## src/gpapc_defines.svh

```systemverilog
// Register indices, field positions, reset value and timing figures of the pin block.
`ifndef GPAPC_DEFINES_SVH
`define GPAPC_DEFINES_SVH
// ----------------------------------------
// Register indices (byte address = 4 x index)
// ----------------------------------------
`define GPAPC_IDX_PIN_EN_LO 8'h25
`define GPAPC_IDX_PIN_EN_HI 8'h26
`define GPAPC_IDX_CS_MSB0 8'h60
`define GPAPC_IDX_SIO_MSB 8'h66
`define GPAPC_IDX_SIO_LSB 8'h67
`define GPAPC_IDX_IRQ_SEL 8'h70
`define GPAPC_IDX_PWR_SOFT 8'h90
`define GPAPC_IDX_PWR_TIMER 8'h92
`define GPAPC_IDX_STATUS 8'h94
`define GPAPC_IDX_POL_LO 8'hf0
`define GPAPC_IDX_CS_CTRL0 8'hf1
`define GPAPC_IDX_FSEL_LO 8'hf4
`define GPAPC_IDX_DIR_LO 8'hf5
`define GPAPC_IDX_ZWS_CTRL 8'hf6
`define GPAPC_IDX_ZWS_EN 8'hf7
`define GPAPC_IDX_POL_HI 8'hf8
`define GPAPC_IDX_FSEL_HI 8'hf9
`define GPAPC_IDX_DIR_HI 8'hfa
`define GPAPC_IDX_PWR_LOC 8'hfb
// ----------------------------------------
// Field positions and reset value
// ----------------------------------------
`define GPAPC_SIO_SINGLE_BIT 4
`define GPAPC_SIO_GROUP_BIT 5
`define GPAPC_ZWS_GPIO_BIT 7
`define GPAPC_SOFT_OFF_BIT 5
`define GPAPC_HOLD_BIT 6
`define GPAPC_DSEL_BIT 0
`define GPAPC_REG_RESET 8'h00
// ----------------------------------------
// Timing
// ----------------------------------------
`define GPAPC_CLK_HZ 64'd100000000
`define GPAPC_DEBOUNCE_MS 64'd16
`define GPAPC_DELAY_SHORT_S 64'd5
`define GPAPC_DELAY_LONG_S 64'd21
`define GPAPC_RING_PULSES 8'd1
`endif

```

## src/gpapc_pkg.sv

```systemverilog
// Types shared by the pin block and its power control module.
package gpapc_pkg;
	typedef enum logic [1:0] {PWR_OFF, PWR_ON, PWR_DELAY} gpapc_pwr_e;
	typedef struct packed {
		logic [15:0] addr;
		logic ior_n;
		logic iow_n;
		logic [7:0] wdata;
	} gpapc_isa_s;
	typedef struct packed {
		logic [11:0] base;
		logic [1:0] align;
		logic [1:0] qual;
		logic [3:0] loc;
	} gpapc_cs_s;
	typedef struct packed {
		logic [11:0] pin_en;
		logic [11:0] pol;
		logic [11:0] fsel;
		logic [11:0] dir;
		logic [11:0] sio_data;
		logic [11:0] sio_base;
		logic sio_single;
		logic sio_group_lo;
		logic [3:0] zws_loc;
		logic [7:0] zws_en;
		logic [3:0] irq_loc;
		logic [3:0] irq_level;
		gpapc_cs_s [2:0] cs;
		logic [2:0] ring_loc;
		logic [3:0] por_loc;
		logic hold;
		logic delay_long;
	} gpapc_cfg_s;
	typedef struct packed {
		gpapc_cfg_s cfg;
		logic [31:0] prdata;
		logic slverr;
		logic [11:0] pin_out;
		logic [11:0] pin_oe;
		logic [7:0] isa_rdata;
		logic isa_rdata_oe;
		logic zws_n;
		logic [15:0] irq;
		logic iow_prev;
		logic soft_off;
	} gpapc_top_s;
	typedef struct packed {
		gpapc_pwr_e state;
		logic [31:0] deb_cnt;
		logic deb_done;
		logic [31:0] dly_cnt;
		logic [7:0] ring_cnt;
		logic ring_prev;
		logic ri1_prev;
		logic ri2_prev;
		logic en_n;
		logic req_n;
	} gpapc_pwr_s;
endpackage : gpapc_pkg

```

## src/gpapc_top.sv

```systemverilog
// Twelve multi-function pins with APB configuration, ISA decode and power control.
`timescale 1ns/1ns
`include "gpapc_defines.svh"
//
// Function
// - Upper polarity bits 3-0 invert their pin when 1; bits 7-4 reserved.
// - Upper function select bit 1 gives simple I/O, 0 alternate function.
// - Upper direction bit 1 makes a simple I/O pin input, 0 output.
// - Ring location 000 none, 010 to 110 select pins 2 to 6.
// - Power-off request location: even codes pins 8-11, odd codes pins 0-7.
// - A pin drives no output, interrupt or ring wake unless its global enable bit is set.
// - Simple I/O data sits at host ports base and base plus one.
// - Single-port bit 4 uses base only; bit 5 picks the group.
// - Every alternate function but ring wake can go to any pin.
// - Each chip select decodes 1, 2, 4 or 8 ports from its base.
// - Chip select qualifies on address, with read, with write, or either.
// - Zero wait is signalled when an enabled logical device is accessed.
// - An interrupt on a mapped pin drives the chosen ISA level.
// - Power-off request drives its pin; ring wake samples its pin.
// - Main power enable asserts on power-on and drops on power-off events.
// - When off, ring indicator rises, ring pulses or button power on.
// - When on, button or software off bit power off.
// - Button counts only after staying low at least 16 ms.
// - After button off, power stays on 5 or 21 seconds.
// - Hold bit freezes the switch-off delay counter.
// - A train of low pulses on the ring pin is a wake event.
module gpapc_top #(
	parameter int N_PINS = 12,
	parameter logic [31:0] DEBOUNCE_CYC = 32'(`GPAPC_DEBOUNCE_MS * `GPAPC_CLK_HZ / 64'd1000),
	parameter logic [31:0] DELAY_SHORT_CYC = 32'(`GPAPC_DELAY_SHORT_S * `GPAPC_CLK_HZ),
	parameter logic [31:0] DELAY_LONG_CYC = 32'(`GPAPC_DELAY_LONG_S * `GPAPC_CLK_HZ),
	parameter logic [7:0] RING_PULSES = `GPAPC_RING_PULSES
) (
	input wire logic pclk,
	input wire logic presetn,
	input wire logic psel,
	input wire logic penable,
	input wire logic pwrite,
	input wire logic [11:0] paddr,
	input wire logic [31:0] pwdata,
	output logic [31:0] prdata,
	output logic pready,
	output logic pslverr,
	input wire gpapc_pkg::gpapc_isa_s isa,
	input wire logic [6:0] dev_access,
	output logic [7:0] isa_rdata,
	output logic isa_rdata_oe,
	output logic isa_zero_wait_n,
	output logic [15:0] isa_irq,
	input wire logic [11:0] gpio_in,
	output logic [11:0] gpio_out,
	output logic [11:0] gpio_oe,
	input wire logic user_interface_pin_zero,
	input wire logic ring_indicator_one,
	input wire logic ring_indicator_two,
	output logic main_power_enable_n
);
	import gpapc_pkg::*;
	// ----------------------------------------
	// Parameter check
	// ----------------------------------------
	// Location codes cover exactly twelve pins, so no other count is served.
	if (N_PINS != 12) begin : g_bad
		$error("gpapc_top: N_PINS must be 12");
	end
	// ----------------------------------------
	// Declarations
	// ----------------------------------------
	gpapc_top_s st;
	gpapc_top_s next_st;
	logic [7:0] idx;
	logic [31:0] rd_val;
	logic rd_ok;
	logic [2:0] cs_hit;
	logic sio_hit;
	logic sio_lo;
	logic isa_act;
	logic gpio_acc;
	logic [11:0] pin_lvl;
	logic [11:0] alt_out;
	logic [11:0] alt_oe;
	logic [11:0] irq_src;
	logic [11:0] sio_rd;
	logic ring_lvl;
	logic por_n;
	gpapc_pwr_e pwr_state;
	logic [11:0] base_p1;
	logic zws_now_n;
	// ----------------------------------------
	// Pin logic
	// ----------------------------------------
	assign idx = paddr[9:2];
	assign pin_lvl = gpio_in ^ st.cfg.pol;
	for (genvar i = 0; i < 12; i++) begin : g_pin
		// Upper pins take the even codes, lower pins the odd ones.
		localparam logic [3:0] CODE = (i >= 8) ? 4'(2 * (i - 7)) : 4'(2 * i + 1);
		logic alt;
		logic [4:0] hit;
		logic [4:0] val_n;
		// Alternate mode when select is 0.
		assign alt = st.cfg.pin_en[i] && !st.cfg.fsel[i];
		assign hit[0] = st.cfg.cs[0].loc == CODE;
		assign hit[1] = st.cfg.cs[1].loc == CODE;
		assign hit[2] = st.cfg.cs[2].loc == CODE;
		assign hit[3] = st.cfg.zws_loc == CODE;
		assign hit[4] = st.cfg.por_loc == CODE;
		assign val_n = {por_n, zws_now_n, ~cs_hit};
		// Several functions on one pin share it as a wired low.
		assign alt_oe[i] = alt && (|hit);
		assign alt_out[i] = &(val_n | ~hit);
		assign irq_src[i] = alt && st.cfg.irq_loc == CODE && pin_lvl[i];
		assign sio_rd[i] = (st.cfg.fsel[i] && st.cfg.dir[i]) ? pin_lvl[i] : st.cfg.sio_data[i];
	end
	// Ring pin, codes 2 to 6 only.
	always_comb begin
		ring_lvl = 1'b1;
		if (st.cfg.ring_loc >= 3'd2 && st.cfg.ring_loc <= 3'd6) begin
			if (st.cfg.pin_en[st.cfg.ring_loc] && !st.cfg.fsel[st.cfg.ring_loc]) begin
				ring_lvl = pin_lvl[st.cfg.ring_loc];
			end
		end
	end
	// ----------------------------------------
	// ISA decode
	// ----------------------------------------
	assign isa_act = !isa.ior_n || !isa.iow_n;
	for (genvar k = 0; k < 3; k++) begin : g_cs
		logic [11:0] mask;
		logic qual;
		assign mask = 12'hfff << st.cfg.cs[k].align;
		always_comb begin
			unique case (st.cfg.cs[k].qual)
				2'd0: qual = 1'b1;
				2'd1: qual = !isa.ior_n;
				2'd2: qual = !isa.iow_n;
				2'd3: qual = isa_act;
			endcase
		end
		assign cs_hit[k] = isa.addr[15:12] == 4'h0 && qual
			&& (isa.addr[11:0] & mask) == (st.cfg.cs[k].base & mask);
	end
	assign base_p1 = st.cfg.sio_base + 12'h001;
	always_comb begin
		sio_hit = 1'b0;
		sio_lo = 1'b1;
		if (isa.addr[15:12] == 4'h0) begin
			if (st.cfg.sio_single) begin
				sio_hit = isa.addr[11:0] == st.cfg.sio_base;
				sio_lo = st.cfg.sio_group_lo;
			end else if (isa.addr[11:0] == st.cfg.sio_base) begin
				sio_hit = 1'b1;
			end else if (isa.addr[11:0] == base_p1) begin
				sio_hit = 1'b1;
				sio_lo = 1'b0;
			end
		end
	end
	assign gpio_acc = isa_act && (sio_hit || (|cs_hit));
	// Zero wait term, shared by the pin and the bus output so no loop forms.
	assign zws_now_n = !((st.cfg.zws_en[`GPAPC_ZWS_GPIO_BIT] && gpio_acc)
		|| (isa_act && |(st.cfg.zws_en[6:0] & dev_access)));
	// ----------------------------------------
	// Register read mux
	// ----------------------------------------
	// Reserved bits read zero; the pin levels in status ignore polarity on purpose.
	always_comb begin
		rd_ok = 1'b1;
		rd_val = 32'h0000_0000;
		unique case (idx)
			`GPAPC_IDX_PIN_EN_LO: rd_val[7:0] = st.cfg.pin_en[7:0];
			`GPAPC_IDX_PIN_EN_HI: rd_val[3:0] = st.cfg.pin_en[11:8];
			`GPAPC_IDX_SIO_MSB: rd_val[3:0] = st.cfg.sio_base[11:8];
			`GPAPC_IDX_SIO_LSB: rd_val[7:0] = st.cfg.sio_base[7:0];
			`GPAPC_IDX_IRQ_SEL: rd_val[7:0] = {st.cfg.irq_loc, st.cfg.irq_level};
			`GPAPC_IDX_PWR_SOFT: rd_val = 32'h0000_0000;
			`GPAPC_IDX_PWR_TIMER: begin
				rd_val[`GPAPC_HOLD_BIT] = st.cfg.hold;
				rd_val[`GPAPC_DSEL_BIT] = st.cfg.delay_long;
			end
			`GPAPC_IDX_STATUS: rd_val[13:0] = {pwr_state == PWR_DELAY, !main_power_enable_n, gpio_in};
			`GPAPC_IDX_POL_LO: rd_val[7:0] = st.cfg.pol[7:0];
			`GPAPC_IDX_FSEL_LO: rd_val[7:0] = st.cfg.fsel[7:0];
			`GPAPC_IDX_DIR_LO: rd_val[7:0] = st.cfg.dir[7:0];
			`GPAPC_IDX_ZWS_CTRL: rd_val[5:0] = {st.cfg.sio_group_lo, st.cfg.sio_single, st.cfg.zws_loc};
			`GPAPC_IDX_ZWS_EN: rd_val[7:0] = st.cfg.zws_en;
			`GPAPC_IDX_POL_HI: rd_val[3:0] = st.cfg.pol[11:8];
			`GPAPC_IDX_FSEL_HI: rd_val[3:0] = st.cfg.fsel[11:8];
			`GPAPC_IDX_DIR_HI: rd_val[3:0] = st.cfg.dir[11:8];
			`GPAPC_IDX_PWR_LOC: rd_val[6:0] = {st.cfg.ring_loc, st.cfg.por_loc};
			default: rd_ok = 1'b0;
		endcase
		for (int k = 0; k < 3; k++) begin
			if (idx == 8'(`GPAPC_IDX_CS_MSB0 + 2 * k)) begin
				rd_ok = 1'b1;
				rd_val[3:0] = st.cfg.cs[k].base[11:8];
			end
			if (idx == 8'(`GPAPC_IDX_CS_MSB0 + 2 * k + 1)) begin
				rd_ok = 1'b1;
				rd_val[7:0] = st.cfg.cs[k].base[7:0];
			end
			if (idx == 8'(`GPAPC_IDX_CS_CTRL0 + k)) begin
				rd_ok = 1'b1;
				rd_val[7:0] = {st.cfg.cs[k].align, st.cfg.cs[k].qual, st.cfg.cs[k].loc};
			end
		end
	end
	// ----------------------------------------
	// Next state
	// ----------------------------------------
	// APB answers with no wait: data and error are captured in the setup cycle.
	always_comb begin
		next_st = st;
		next_st.soft_off = 1'b0;
		if (psel && !penable) begin
			next_st.prdata = rd_val;
			next_st.slverr = !rd_ok;
		end
		if (psel && penable && pwrite && rd_ok) begin
			unique case (idx)
				`GPAPC_IDX_PIN_EN_LO: next_st.cfg.pin_en[7:0] = pwdata[7:0];
				`GPAPC_IDX_PIN_EN_HI: next_st.cfg.pin_en[11:8] = pwdata[3:0];
				`GPAPC_IDX_SIO_MSB: next_st.cfg.sio_base[11:8] = pwdata[3:0];
				`GPAPC_IDX_SIO_LSB: next_st.cfg.sio_base[7:0] = pwdata[7:0];
				`GPAPC_IDX_IRQ_SEL: {next_st.cfg.irq_loc, next_st.cfg.irq_level} = pwdata[7:0];
				`GPAPC_IDX_PWR_SOFT: next_st.soft_off = pwdata[`GPAPC_SOFT_OFF_BIT];
				`GPAPC_IDX_PWR_TIMER: begin
					next_st.cfg.hold = pwdata[`GPAPC_HOLD_BIT];
					next_st.cfg.delay_long = pwdata[`GPAPC_DSEL_BIT];
				end
				`GPAPC_IDX_POL_LO: next_st.cfg.pol[7:0] = pwdata[7:0];
				`GPAPC_IDX_FSEL_LO: next_st.cfg.fsel[7:0] = pwdata[7:0];
				`GPAPC_IDX_DIR_LO: next_st.cfg.dir[7:0] = pwdata[7:0];
				`GPAPC_IDX_ZWS_CTRL: begin
					next_st.cfg.sio_group_lo = pwdata[`GPAPC_SIO_GROUP_BIT];
					next_st.cfg.sio_single = pwdata[`GPAPC_SIO_SINGLE_BIT];
					next_st.cfg.zws_loc = pwdata[3:0];
				end
				`GPAPC_IDX_ZWS_EN: next_st.cfg.zws_en = pwdata[7:0];
				`GPAPC_IDX_POL_HI: next_st.cfg.pol[11:8] = pwdata[3:0];
				`GPAPC_IDX_FSEL_HI: next_st.cfg.fsel[11:8] = pwdata[3:0];
				`GPAPC_IDX_DIR_HI: next_st.cfg.dir[11:8] = pwdata[3:0];
				`GPAPC_IDX_PWR_LOC: {next_st.cfg.ring_loc, next_st.cfg.por_loc} = pwdata[6:0];
				default: ;
			endcase
			for (int k = 0; k < 3; k++) begin
				if (idx == 8'(`GPAPC_IDX_CS_MSB0 + 2 * k)) begin
					next_st.cfg.cs[k].base[11:8] = pwdata[3:0];
				end
				if (idx == 8'(`GPAPC_IDX_CS_MSB0 + 2 * k + 1)) begin
					next_st.cfg.cs[k].base[7:0] = pwdata[7:0];
				end
				if (idx == 8'(`GPAPC_IDX_CS_CTRL0 + k)) begin
					{next_st.cfg.cs[k].align, next_st.cfg.cs[k].qual} = pwdata[7:4];
					next_st.cfg.cs[k].loc = pwdata[3:0];
				end
			end
		end
		// Host writes data on the write strobe's falling edge.
		next_st.iow_prev = isa.iow_n;
		if (st.iow_prev && !isa.iow_n && sio_hit) begin
			if (sio_lo) begin
				next_st.cfg.sio_data[7:0] = isa.wdata;
			end else begin
				next_st.cfg.sio_data[11:8] = isa.wdata[3:0];
			end
		end
		next_st.isa_rdata = sio_lo ? sio_rd[7:0] : {4'h0, sio_rd[11:8]};
		next_st.isa_rdata_oe = !isa.ior_n && sio_hit;
		// Zero wait registered for the bus.
		next_st.zws_n = zws_now_n;
		// Route to the chosen level; 0, 2 and 13 up are not valid.
		next_st.irq = 16'h0000;
		if (st.cfg.irq_level != 4'd0 && st.cfg.irq_level != 4'd2 && st.cfg.irq_level <= 4'd12) begin
			next_st.irq[st.cfg.irq_level] = |irq_src;
		end
		for (int i = 0; i < 12; i++) begin
			if (st.cfg.pin_en[i] && st.cfg.fsel[i]) begin
				next_st.pin_oe[i] = !st.cfg.dir[i];
				next_st.pin_out[i] = st.cfg.sio_data[i] ^ st.cfg.pol[i];
			end else begin
				next_st.pin_oe[i] = alt_oe[i];
				next_st.pin_out[i] = alt_out[i] ^ st.cfg.pol[i];
			end
		end
	end
	// ----------------------------------------
	// State register
	// ----------------------------------------
	always_ff @(posedge pclk or negedge presetn) begin
		if (!presetn) begin
			st <= '{zws_n: 1'b1, iow_prev: 1'b1, default: '0};
		end else begin
			st <= next_st;
		end
	end
	// ----------------------------------------
	// Power control and outputs
	// ----------------------------------------
	gpapc_power #(
		.DEBOUNCE_CYC(DEBOUNCE_CYC),
		.DELAY_SHORT_CYC(DELAY_SHORT_CYC),
		.DELAY_LONG_CYC(DELAY_LONG_CYC),
		.RING_PULSES(RING_PULSES)
	) i_gpapc_power (
		.pclk(pclk),
		.presetn(presetn),
		.switch_n(user_interface_pin_zero),
		.ring_indicator_one(ring_indicator_one),
		.ring_indicator_two(ring_indicator_two),
		.ring_wake(ring_lvl),
		.soft_off(st.soft_off),
		.hold(st.cfg.hold),
		.delay_long(st.cfg.delay_long),
		.main_power_enable_n(main_power_enable_n),
		.power_off_request_n(por_n),
		.power_state(pwr_state)
	);
	assign pready = 1'b1;
	assign prdata = st.prdata;
	assign pslverr = psel && penable && st.slverr;
	assign isa_rdata = st.isa_rdata;
	assign isa_rdata_oe = st.isa_rdata_oe;
	assign isa_zero_wait_n = st.zws_n;
	assign isa_irq = st.irq;
	assign gpio_out = st.pin_out;
	assign gpio_oe = st.pin_oe;
endmodule : gpapc_top

```

## src/gpapc_power.sv

```systemverilog
// Main power sequencer: button debounce, ring wake and switch-off delay.
`timescale 1ns/1ns
`include "gpapc_defines.svh"
module gpapc_power #(
	parameter logic [31:0] DEBOUNCE_CYC = 32'(`GPAPC_DEBOUNCE_MS * `GPAPC_CLK_HZ / 64'd1000),
	parameter logic [31:0] DELAY_SHORT_CYC = 32'(`GPAPC_DELAY_SHORT_S * `GPAPC_CLK_HZ),
	parameter logic [31:0] DELAY_LONG_CYC = 32'(`GPAPC_DELAY_LONG_S * `GPAPC_CLK_HZ),
	parameter logic [7:0] RING_PULSES = `GPAPC_RING_PULSES
) (
	input wire logic pclk,
	input wire logic presetn,
	input wire logic switch_n,
	input wire logic ring_indicator_one,
	input wire logic ring_indicator_two,
	input wire logic ring_wake,
	input wire logic soft_off,
	input wire logic hold,
	input wire logic delay_long,
	output logic main_power_enable_n,
	output logic power_off_request_n,
	output gpapc_pkg::gpapc_pwr_e power_state
);
	import gpapc_pkg::*;
	if (DEBOUNCE_CYC == 32'd0 || DELAY_SHORT_CYC == 32'd0 || DELAY_LONG_CYC == 32'd0
		|| RING_PULSES == 8'd0) begin : g_bad
		$error("gpapc_power: counts must be at least one");
	end
	gpapc_pwr_s st;
	gpapc_pwr_s next_st;
	logic button;
	logic on_evt;
	// Sequencer; every event is judged on the state it arrives in.
	always_comb begin
		next_st = st;
		button = 1'b0;
		next_st.ring_prev = ring_wake;
		next_st.ri1_prev = ring_indicator_one;
		next_st.ri2_prev = ring_indicator_two;
		// Button debounce.
		// One event per press: the input must go high again to rearm.
		if (switch_n) begin
			next_st.deb_cnt = 32'd0;
			next_st.deb_done = 1'b0;
		end else if (st.deb_cnt != DEBOUNCE_CYC - 32'd1) begin
			next_st.deb_cnt = st.deb_cnt + 32'd1;
		end else if (!st.deb_done) begin
			button = 1'b1;
			next_st.deb_done = 1'b1;
		end
		if (st.state != PWR_OFF) begin
			next_st.ring_cnt = 8'd0;
		end else if (st.ring_prev && !ring_wake) begin
			next_st.ring_cnt = st.ring_cnt + 8'd1;
		end
		on_evt = button || (ring_indicator_one && !st.ri1_prev)
			|| (ring_indicator_two && !st.ri2_prev) || (next_st.ring_cnt >= RING_PULSES);
		unique case (st.state)
			PWR_OFF: begin
				if (on_evt) begin
					next_st.state = PWR_ON;
				end
			end
			PWR_ON: begin
				if (soft_off) begin
					next_st.state = PWR_OFF;
				end else if (button) begin
					next_st.dly_cnt = delay_long ? DELAY_LONG_CYC - 32'd1 : DELAY_SHORT_CYC - 32'd1;
					next_st.state = PWR_DELAY;
				end
			end
			PWR_DELAY: begin
				if (soft_off || st.dly_cnt == 32'd0) begin
					next_st.state = PWR_OFF;
				end else if (!hold) begin
					next_st.dly_cnt = st.dly_cnt - 32'd1;
				end
			end
		endcase
		next_st.en_n = (next_st.state == PWR_OFF);
		next_st.req_n = (next_st.state != PWR_DELAY);
	end
	// State register; power stays off after reset.
	always_ff @(posedge pclk or negedge presetn) begin
		if (!presetn) begin
			st <= '{state: PWR_OFF, en_n: 1'b1, req_n: 1'b1, ring_prev: 1'b1, default: '0};
		end else begin
			st <= next_st;
		end
	end
	assign main_power_enable_n = st.en_n;
	assign power_off_request_n = st.req_n;
	assign power_state = st.state;
endmodule : gpapc_power

```

## config.mk

```make
export PLATFORM = sky130hd
export DESIGN_NAME = gpapc_top
export DESIGN_NICKNAME = d
export VERILOG_FILES = /design/src/gpapc_pkg.sv /design/src/gpapc_top.sv /design/src/gpapc_power.sv
export VERILOG_INCLUDE_DIRS = /design/src /design/src/src
export SDC_FILE = /design/constraint.sdc
export NUM_CORES = 1
export LEC_CHECK = 0
export BUFFER_PORTS_ARGS = -buffer_cell sky130_fd_sc_hd__buf_2
export CAP_MARGIN = 15
export CORE_UTILIZATION = 50
export DETAILED_ROUTE_END_ITERATION = 7
export GPL_TIMING_DRIVEN = 0
export MAX_ROUTING_LAYER = met4
export PLACE_DENSITY = 0.69
export SKIP_CTS_REPAIR_TIMING = 1
export SLEW_MARGIN = 40
export SYNTH_ARGS = -nofsm -noshare
export SYNTH_HDL_FRONTEND = slang
export SYNTH_SLANG_ARGS = --single-unit
```

## constraint.sdc

```tcl
create_clock -name pclk -period 3.7 [get_ports pclk]
set_input_delay 0 -clock pclk [delete_from_list [all_inputs] [get_ports pclk]]
set_output_delay 0 -clock pclk [all_outputs]
set_load 0.005 [all_outputs]
```

==> results of run 1 <==
## area by class of cell
type,instances,area [um^2]
diodes,3,7.51
plain buffers,182,1020
clock buffers,46,1010
clock inverters,18,195
fillers,3053,14000
inverters,21,78.8
multi-input cells,1333,9210
flip-flops and latches,310,7760
well taps,455,569
repair buffers,156,1030
## routing by layer
metal  global-route usage  vias up  wire [um]
met5                    -        -          0
met4                0.190        0       3800
met3               0.0687      248       4940
met2                0.540      815      28500
met1                0.418     7646      24100
li1                     -     7083          -
## path summary, 6_finish.rpt
kind	startpoint	end	slack [ns]	cells past startpoint
min	paddr[4]	prdata[6]	-0.03	4
max reg2reg	st[177]	gpio_out[1]	0.09	11
max	st[177]	gpio_out[1]	0.09	11
min reg2reg	prdata[10]	prdata[10]	0.48	2
min in group asynchronous	presetn	gpio_out[11]	-0.01	2
max in group asynchronous	presetn	i_gpapc_power.st[68]	2.35	5
## Yosys cell counts, types with 13 or more instances
master and n:
inv_1 21, buf_4 84, nand3_1 88, a21oi_1 76
dfrtp_1 305, xnor2_1 67, clkbuf_1 79, nor3_1 58
nor4_1 23, nand2_1 117, nand4_1 49, o21ai_0 57
a22oi_1 32, mux2_1 79, and2_1 16, nor2_1 150
nor2b_1 28, a211oi_1 20, and3_1 21, a31oi_1 20
xor2_1 34, mux2_2 84, a221oi_1 17, nor3b_1 14
mux2i_1 14, o22ai_1 13, nand2b_1 24
## stage by stage
stage | utilization | std cells
after floorplan | - | 1846
after global placement | 0.549 | 2421
after detailed placement | 0.554 | 2426
after CTS | 0.588 | 2490
after global routing | 0.599 | 2524
final | 0.599 | 2524
## worst max-delay path: cells and delay by family (launching register included)
kind | cells | cell delay [ns]
AOI/OAI and AO/OA | 5 | 1.28
and+or+nand+nor | 3 | 0.89
DFF | 1 | 0.51
buffers and inverters | 2 | 0.48
adders and majority gates | 1 | 0.31
## state kept, by name (all words and copies together), names as in the netlist
name	cells
prdata	14
i_gpapc_power.main_power_enable_n	1
st	166
gpio_out	12
isa_rdata	8
isa_rdata_oe	1
i_gpapc_power.st	76
i_gpapc_power.power_off_request_n	1
isa_zero_wait_n	1
gpio_oe	12
i_gpapc_power.power_state	2
isa_irq	16
## logic make-up (layout without fill, tap and decap cells)
group           Yosys count  in the layout  share of synthesized area
compound gates          339            339                      0.130
xor+xnor                101            101                     0.0494
fa+ha+maj                 8              8                    0.00559
buf+inv                 203            423                     0.0615
flops                   310            310                      0.433
mux                     181            181                      0.115
other cells               2             27                   0.000419
simple gates            680            680                      0.204
## placed cells by master (no fill, tap or decap), drive strengths merged, types with 49 or more instances in the layout
cell / Yosys / final
buf: 102 / 228
clkbuf: 80 / 126
a21oi: 76 / 76
dfrtp: 305 / 305
xnor2: 67 / 67
nand4: 49 / 49
nand2: 130 / 130
nor3: 60 / 60
o21ai: 57 / 57
nand3: 89 / 89
mux2: 163 / 163
nor2: 150 / 150
## power by group through the flow
| stage | Combinational [mW] | Sequential, mW | Clock, mW |
|---|---|---|---|
| finish | 0.748 | 3.49 | 3.62 |
| global route | 0.812 | 3.50 | 3.80 |
| CTS | 0.719 | 3.49 | 3.68 |
| detailed placement | 0.714 | 3.55 | 0 |
| global placement | 0.685 | 3.55 | 0 |
| floorplan | 0.394 | 3.54 | 0 |
==> impl_metrics.tcl, run 1 <==
set metrics [dict create \
    ys_async_sr_fraction 1.00 \
    slowest_delay_ns 0.52 \
    yosysUniqueCellTypes 82 \
    place_congestion 1.03 \
    netSwitchingFraction 0.258 \
    clk_path_buf_depth 3 \
    vias_per_cell 6.26 \
    power_mw 7.86 \
    ioPinCount 182 \
    grt_pass1_wl_mm 91.6 \
    path_clk_slew_ns 0.07 \
    crit_chain "ha_1 > nand2_1 > or4_1 > a221oi_1 > nand3_1 > a2111oi_4 > a211oi_4 > buf_2 > buf_2 > a211oi_1 > o211ai_1" \
    rsz0062_at_grt "yes" \
    synth_ff_type "dfrtp_1" \
    grt_pass1_vias 15200 \
    arrival_ns 4.03 \
    p_clk_frac 0.461 \
    grt_overflow 0 \
    path_common_cell "buf_2" \
    setup_tns_ns 0 \
    routed_wirelength_mm 61.3 \
    clk_latency_ns 0.54 \
    combPwrFrac 0.095 \
    max_slew_margin 0.384 \
    hold_ws_ns -0.0283 \
    grt_max_degree 76 \
    die_h_um 191 \
    grt_antenna_before_repair 3 \
    min_period_over_period 0.976 \
    vdd_ir_drop_max_mv 0.369 \
    status "finished, violations left" \
    clkSinkCount 310 \
    tightest_slew_ns 0.918 \
    synthCells 1824 \
    ys_seq_area_frac 0.433 \
    grt_usage 0.345 \
    start_util 0.514 \
    syn2layout_area_growth_pct 16.6 \
    synth_area_per_cell_um2 9.82 \
    synth_top_cell_by_area "dfrtp_1" \
    netSwitchingPower_mw 2.03 \
    fin_ws_ns 0.0879 \
    fmax_mhz 277 \
    drc 4 \
    vias 15800 \
    synth_top_cells_by_area "dfrtp_1 43%, mux2_2 5.3%, mux2_1 5.0%" \
    period_needed_ns 3.61 \
    drive_gt1_frac 0.201 \
    antenna_left 0 \
    die_x_um 191 \
    criticalPathCategory "register to register" \
    crit_path_start_kind "register" \
    violations "design-rule violations, negative hold slack" \
    internal-power_mw 5.83 \
    io_buffers 120 \
    worstPathMaxFanout 10 \
    worstPathRequired_ns 4.12 \
    synth-seq-cells 310 \
    slowest_stage "or4_1" \
    cts_tree "yes" \
    yosysWarnings 0 \
    drv_slew 0 \
    place_ws_ns -0.301 \
    row_count 68 \
    seq_power_share 0.444 \
    finalSetupViolations 0 \
    die-area_um2 36600 \
    dr.first_iter.drc_count 1544 \
    hold_class "input port to register" \
    post-route-cell-area_um2 20900 \
    core_um2 34900 \
    drt-pass1-iter-count 8 \
    h-tree-depth 2 \
    yosysTopAreaCellShare 0.426 \
    cts-root-buf "clkbuf_16" \
    skew_ns 0.0181 \
    placed_area_um2 19300 \
    dpl.hpwl_mm 45.9 \
    timing_hold_violations_final 11 \
    cap_viol_max_count 0 \
    power_leakage_nw 9.22 \
    p_per_area_nw_per_um2 376 \
    netlist_area_um2 17900 \
    critPathCaptureType "register" \
    wl_per_cell_um 24.3 \
    cts_buffers 35 \
    fin_nets 2144 \
    synth_edf_count 0 \
]
No activity file was read; power rests on OpenSTA's default activity.
==> inputs of run 2 (changes only) <==
Settings changed: PLACE_DENSITY 0.69 to 0.79.
==> run 2 against run 1 <==
Compared with the run above:
- the run ends with negative hold slack left
- sequential cell count unchanged
- first-iteration DRC count is 5.4% higher
- sequential share of layout area grew 0.090 points
- hold slack improved by 0.0013 ns
- routed wire length up 4.0%
- die area stayed put
- global-route usage grew 1.3 points
- core utilization down 0.13 points
- total power down 2.1%
- register-to-register slack is essentially flat
- sequential power about the same
- clock skew up 0.0092 ns
==> impl_metrics.tcl, run 2 (same netlist as run 1, synthesis figures left out) <==
set metrics [dict create \
    h-tree-depth 2 \
    clk_latency_ns 0.55 \
    antenna_left 0 \
    worstPathRequired_ns 4.13 \
    path_clk_slew_ns 0.06 \
    finalSetupViolations 0 \
    max_slew_margin 0.396 \
    cap_viol_max_count 0 \
    die_x_um 191 \
    vdd_ir_drop_max_mv 0.384 \
    critPathCaptureType "register" \
    dpl.hpwl_mm 47.4 \
    hold_ws_ns -0.0270 \
    vias_per_cell 6.40 \
    multi_input_area_um2 9220 \
    p_per_area_nw_per_um2 369 \
    seq_power_share 0.454 \
    core_um2 34900 \
    start_util 0.514 \
    netSwitchingPower_mw 2.00 \
    routed_wirelength_mm 63.7 \
    grt_overflow 0 \
    place_congestion 1.06 \
    placed_area_um2 19300 \
    skew_ns 0.0273 \
    largest_register_ffs 166 \
    criticalPathCategory "register to register" \
    die-area_um2 36600 \
    clkSinkCount 310 \
    min_period_over_period 0.979 \
    drt-pass1-iter-count 7 \
    clk_path_buf_depth 3 \
    grt_max_degree 71 \
    seqCellArea_um2 7770 \
    ioPinCount 182 \
    grt_usage 0.359 \
    power_mw 7.69 \
    top_register "st" \
    tightest_slew_ns 0.906 \
    ff2ff_setup_slack_ns 0.08 \
    min_delay_path_depth 4 \
    power_leakage_nw 9.19 \
    die_h_um 191 \
    nFillCells 2933 \
    r2r_cells 9 \
    grt_antenna_before_repair 2 \
    hold_class "input port to register" \
    wl_per_cell_um 25.3 \
    grt_pass1_wl_mm 94.3 \
    post-route-cell-area_um2 20800 \
    io_buffers 120 \
    final_common_cell "dfrtp_1" \
    fin_nets 2147 \
    row_count 68 \
    combPwrFrac 0.097 \
    p_clk_frac 0.449 \
    drv_slew 0 \
    hold_start "paddr[5]" \
    drc 0 \
    arrival_ns 4.06 \
    cts_buffers 35 \
    internal-power_mw 5.69 \
    cts-root-buf "clkbuf_16" \
    violations "negative hold slack" \
    period_needed_ns 3.62 \
    netSwitchingFraction 0.260 \
    final_cell_mix "303 x dfrtp_1, 149 x nor2_1, 132 x buf_2, 116 x nand2_1" \
    drive_gt1_frac 0.201 \
    vias 16100 \
    cts_tree "yes" \
    worstPathMaxFanout 8 \
    status "finished, violations left" \
    timing_hold_violations_final 1 \
    r2r-end "st[190]" \
    crit_path_start_kind "register" \
    rr_startpoint "st[176]" \
    syn2layout_area_growth_pct 16.3 \
    grt_pass1_vias 15500 \
    dr.first_iter.drc_count 1627 \
    holdPathEnd "prdata[6]" \
    fmax_mhz 276 \
]
## run 2: changes by cell type in the layout (fill, tap and decap cells not counted), moves of 2 or more
cell / delta
clkbuf_1: +6
clkbuf_8: +3
dfrtp_1: -2
bufinv_16: -3
clkinv_2: -5
buf_4: +2
inv_6: -2
dfrtp_2: +2
## run 2: layout make-up
class	instances	area share
Sequential cell	310	0.373
Timing Repair Buffer	159	0.0508
Clock inverter	6	0.00186
Tap cell	455	0.0273
Clock buffer	55	0.0520
Antenna cell	2	0.000240
Multi-Input combinational cell	1333	0.442
Buffer	182	0.0492
Inverter	21	0.00378
## run 2: through the flow
| stage | worst slack [ns] | util | TNS (ns) | instances |
|---|---|---|---|---|
| after floorplan | 0.769 | - | 0 | 1846 |
| after global placement | -3.10 | 0.549 | -945.21 | 2421 |
| after detailed placement | -0.462 | 0.554 | -4.58 | 2427 |
| after CTS | -0.474 | 0.586 | -5.28 | 2488 |
| after global routing | -0.0334 | 0.597 | -0.222 | 2522 |
| final | 0.0762 | 0.598 | 0 | 2523 |
## run 2: how the worst max path moves through the flow
stage | startpoint | to | cells past startpoint | slack, ns
2_1_floorplan | st[176] | gpio_out[3] | 9 | 0.77
3_5_place_dp | st[176] | gpio_out[1] | 11 | -0.46
4_1_cts | st[176] | gpio_out[1] | 11 | -0.47
5_1_grt | st[176] | st[194] | 9 | -0.03
3_3_place_gp | presetn | i_gpapc_power.st[76] | 1 | -3.10
6_report | st[176] | st[190] | 9 | 0.08
## run 2: critical path, stage by stage, from the launching register on
cell and delay (ns):
dfrtp_2 0.49, ha_2 0.27, nand2_2 0.12, or4_1 0.55
a221oi_2 0.33, nand3_2 0.18, or3_1 0.39, a21boi_1 0.37
nand4b_2 0.42, mux2_2 0.38
## run 2: layer usage
layer / vias up / global-route usage / wire length, um
met5: - / - / 0
met4: 0 / 0.222 / 4210
met3: 224 / 0.0521 / 4740
met2: 890 / 0.566 / 30300
met1: 7941 / 0.434 / 24400
li1: 7091 / - / -
## run 2: power groups by stage
stage,sequential (mW),clock [mW],combinational [mW]
after floorplan,3.54,0,0.394
after global placement,3.55,0,0.677
after detailed placement,3.55,0,0.705
after CTS,3.49,3.46,0.707
after global routing,3.50,3.60,0.812
final,3.49,3.46,0.746
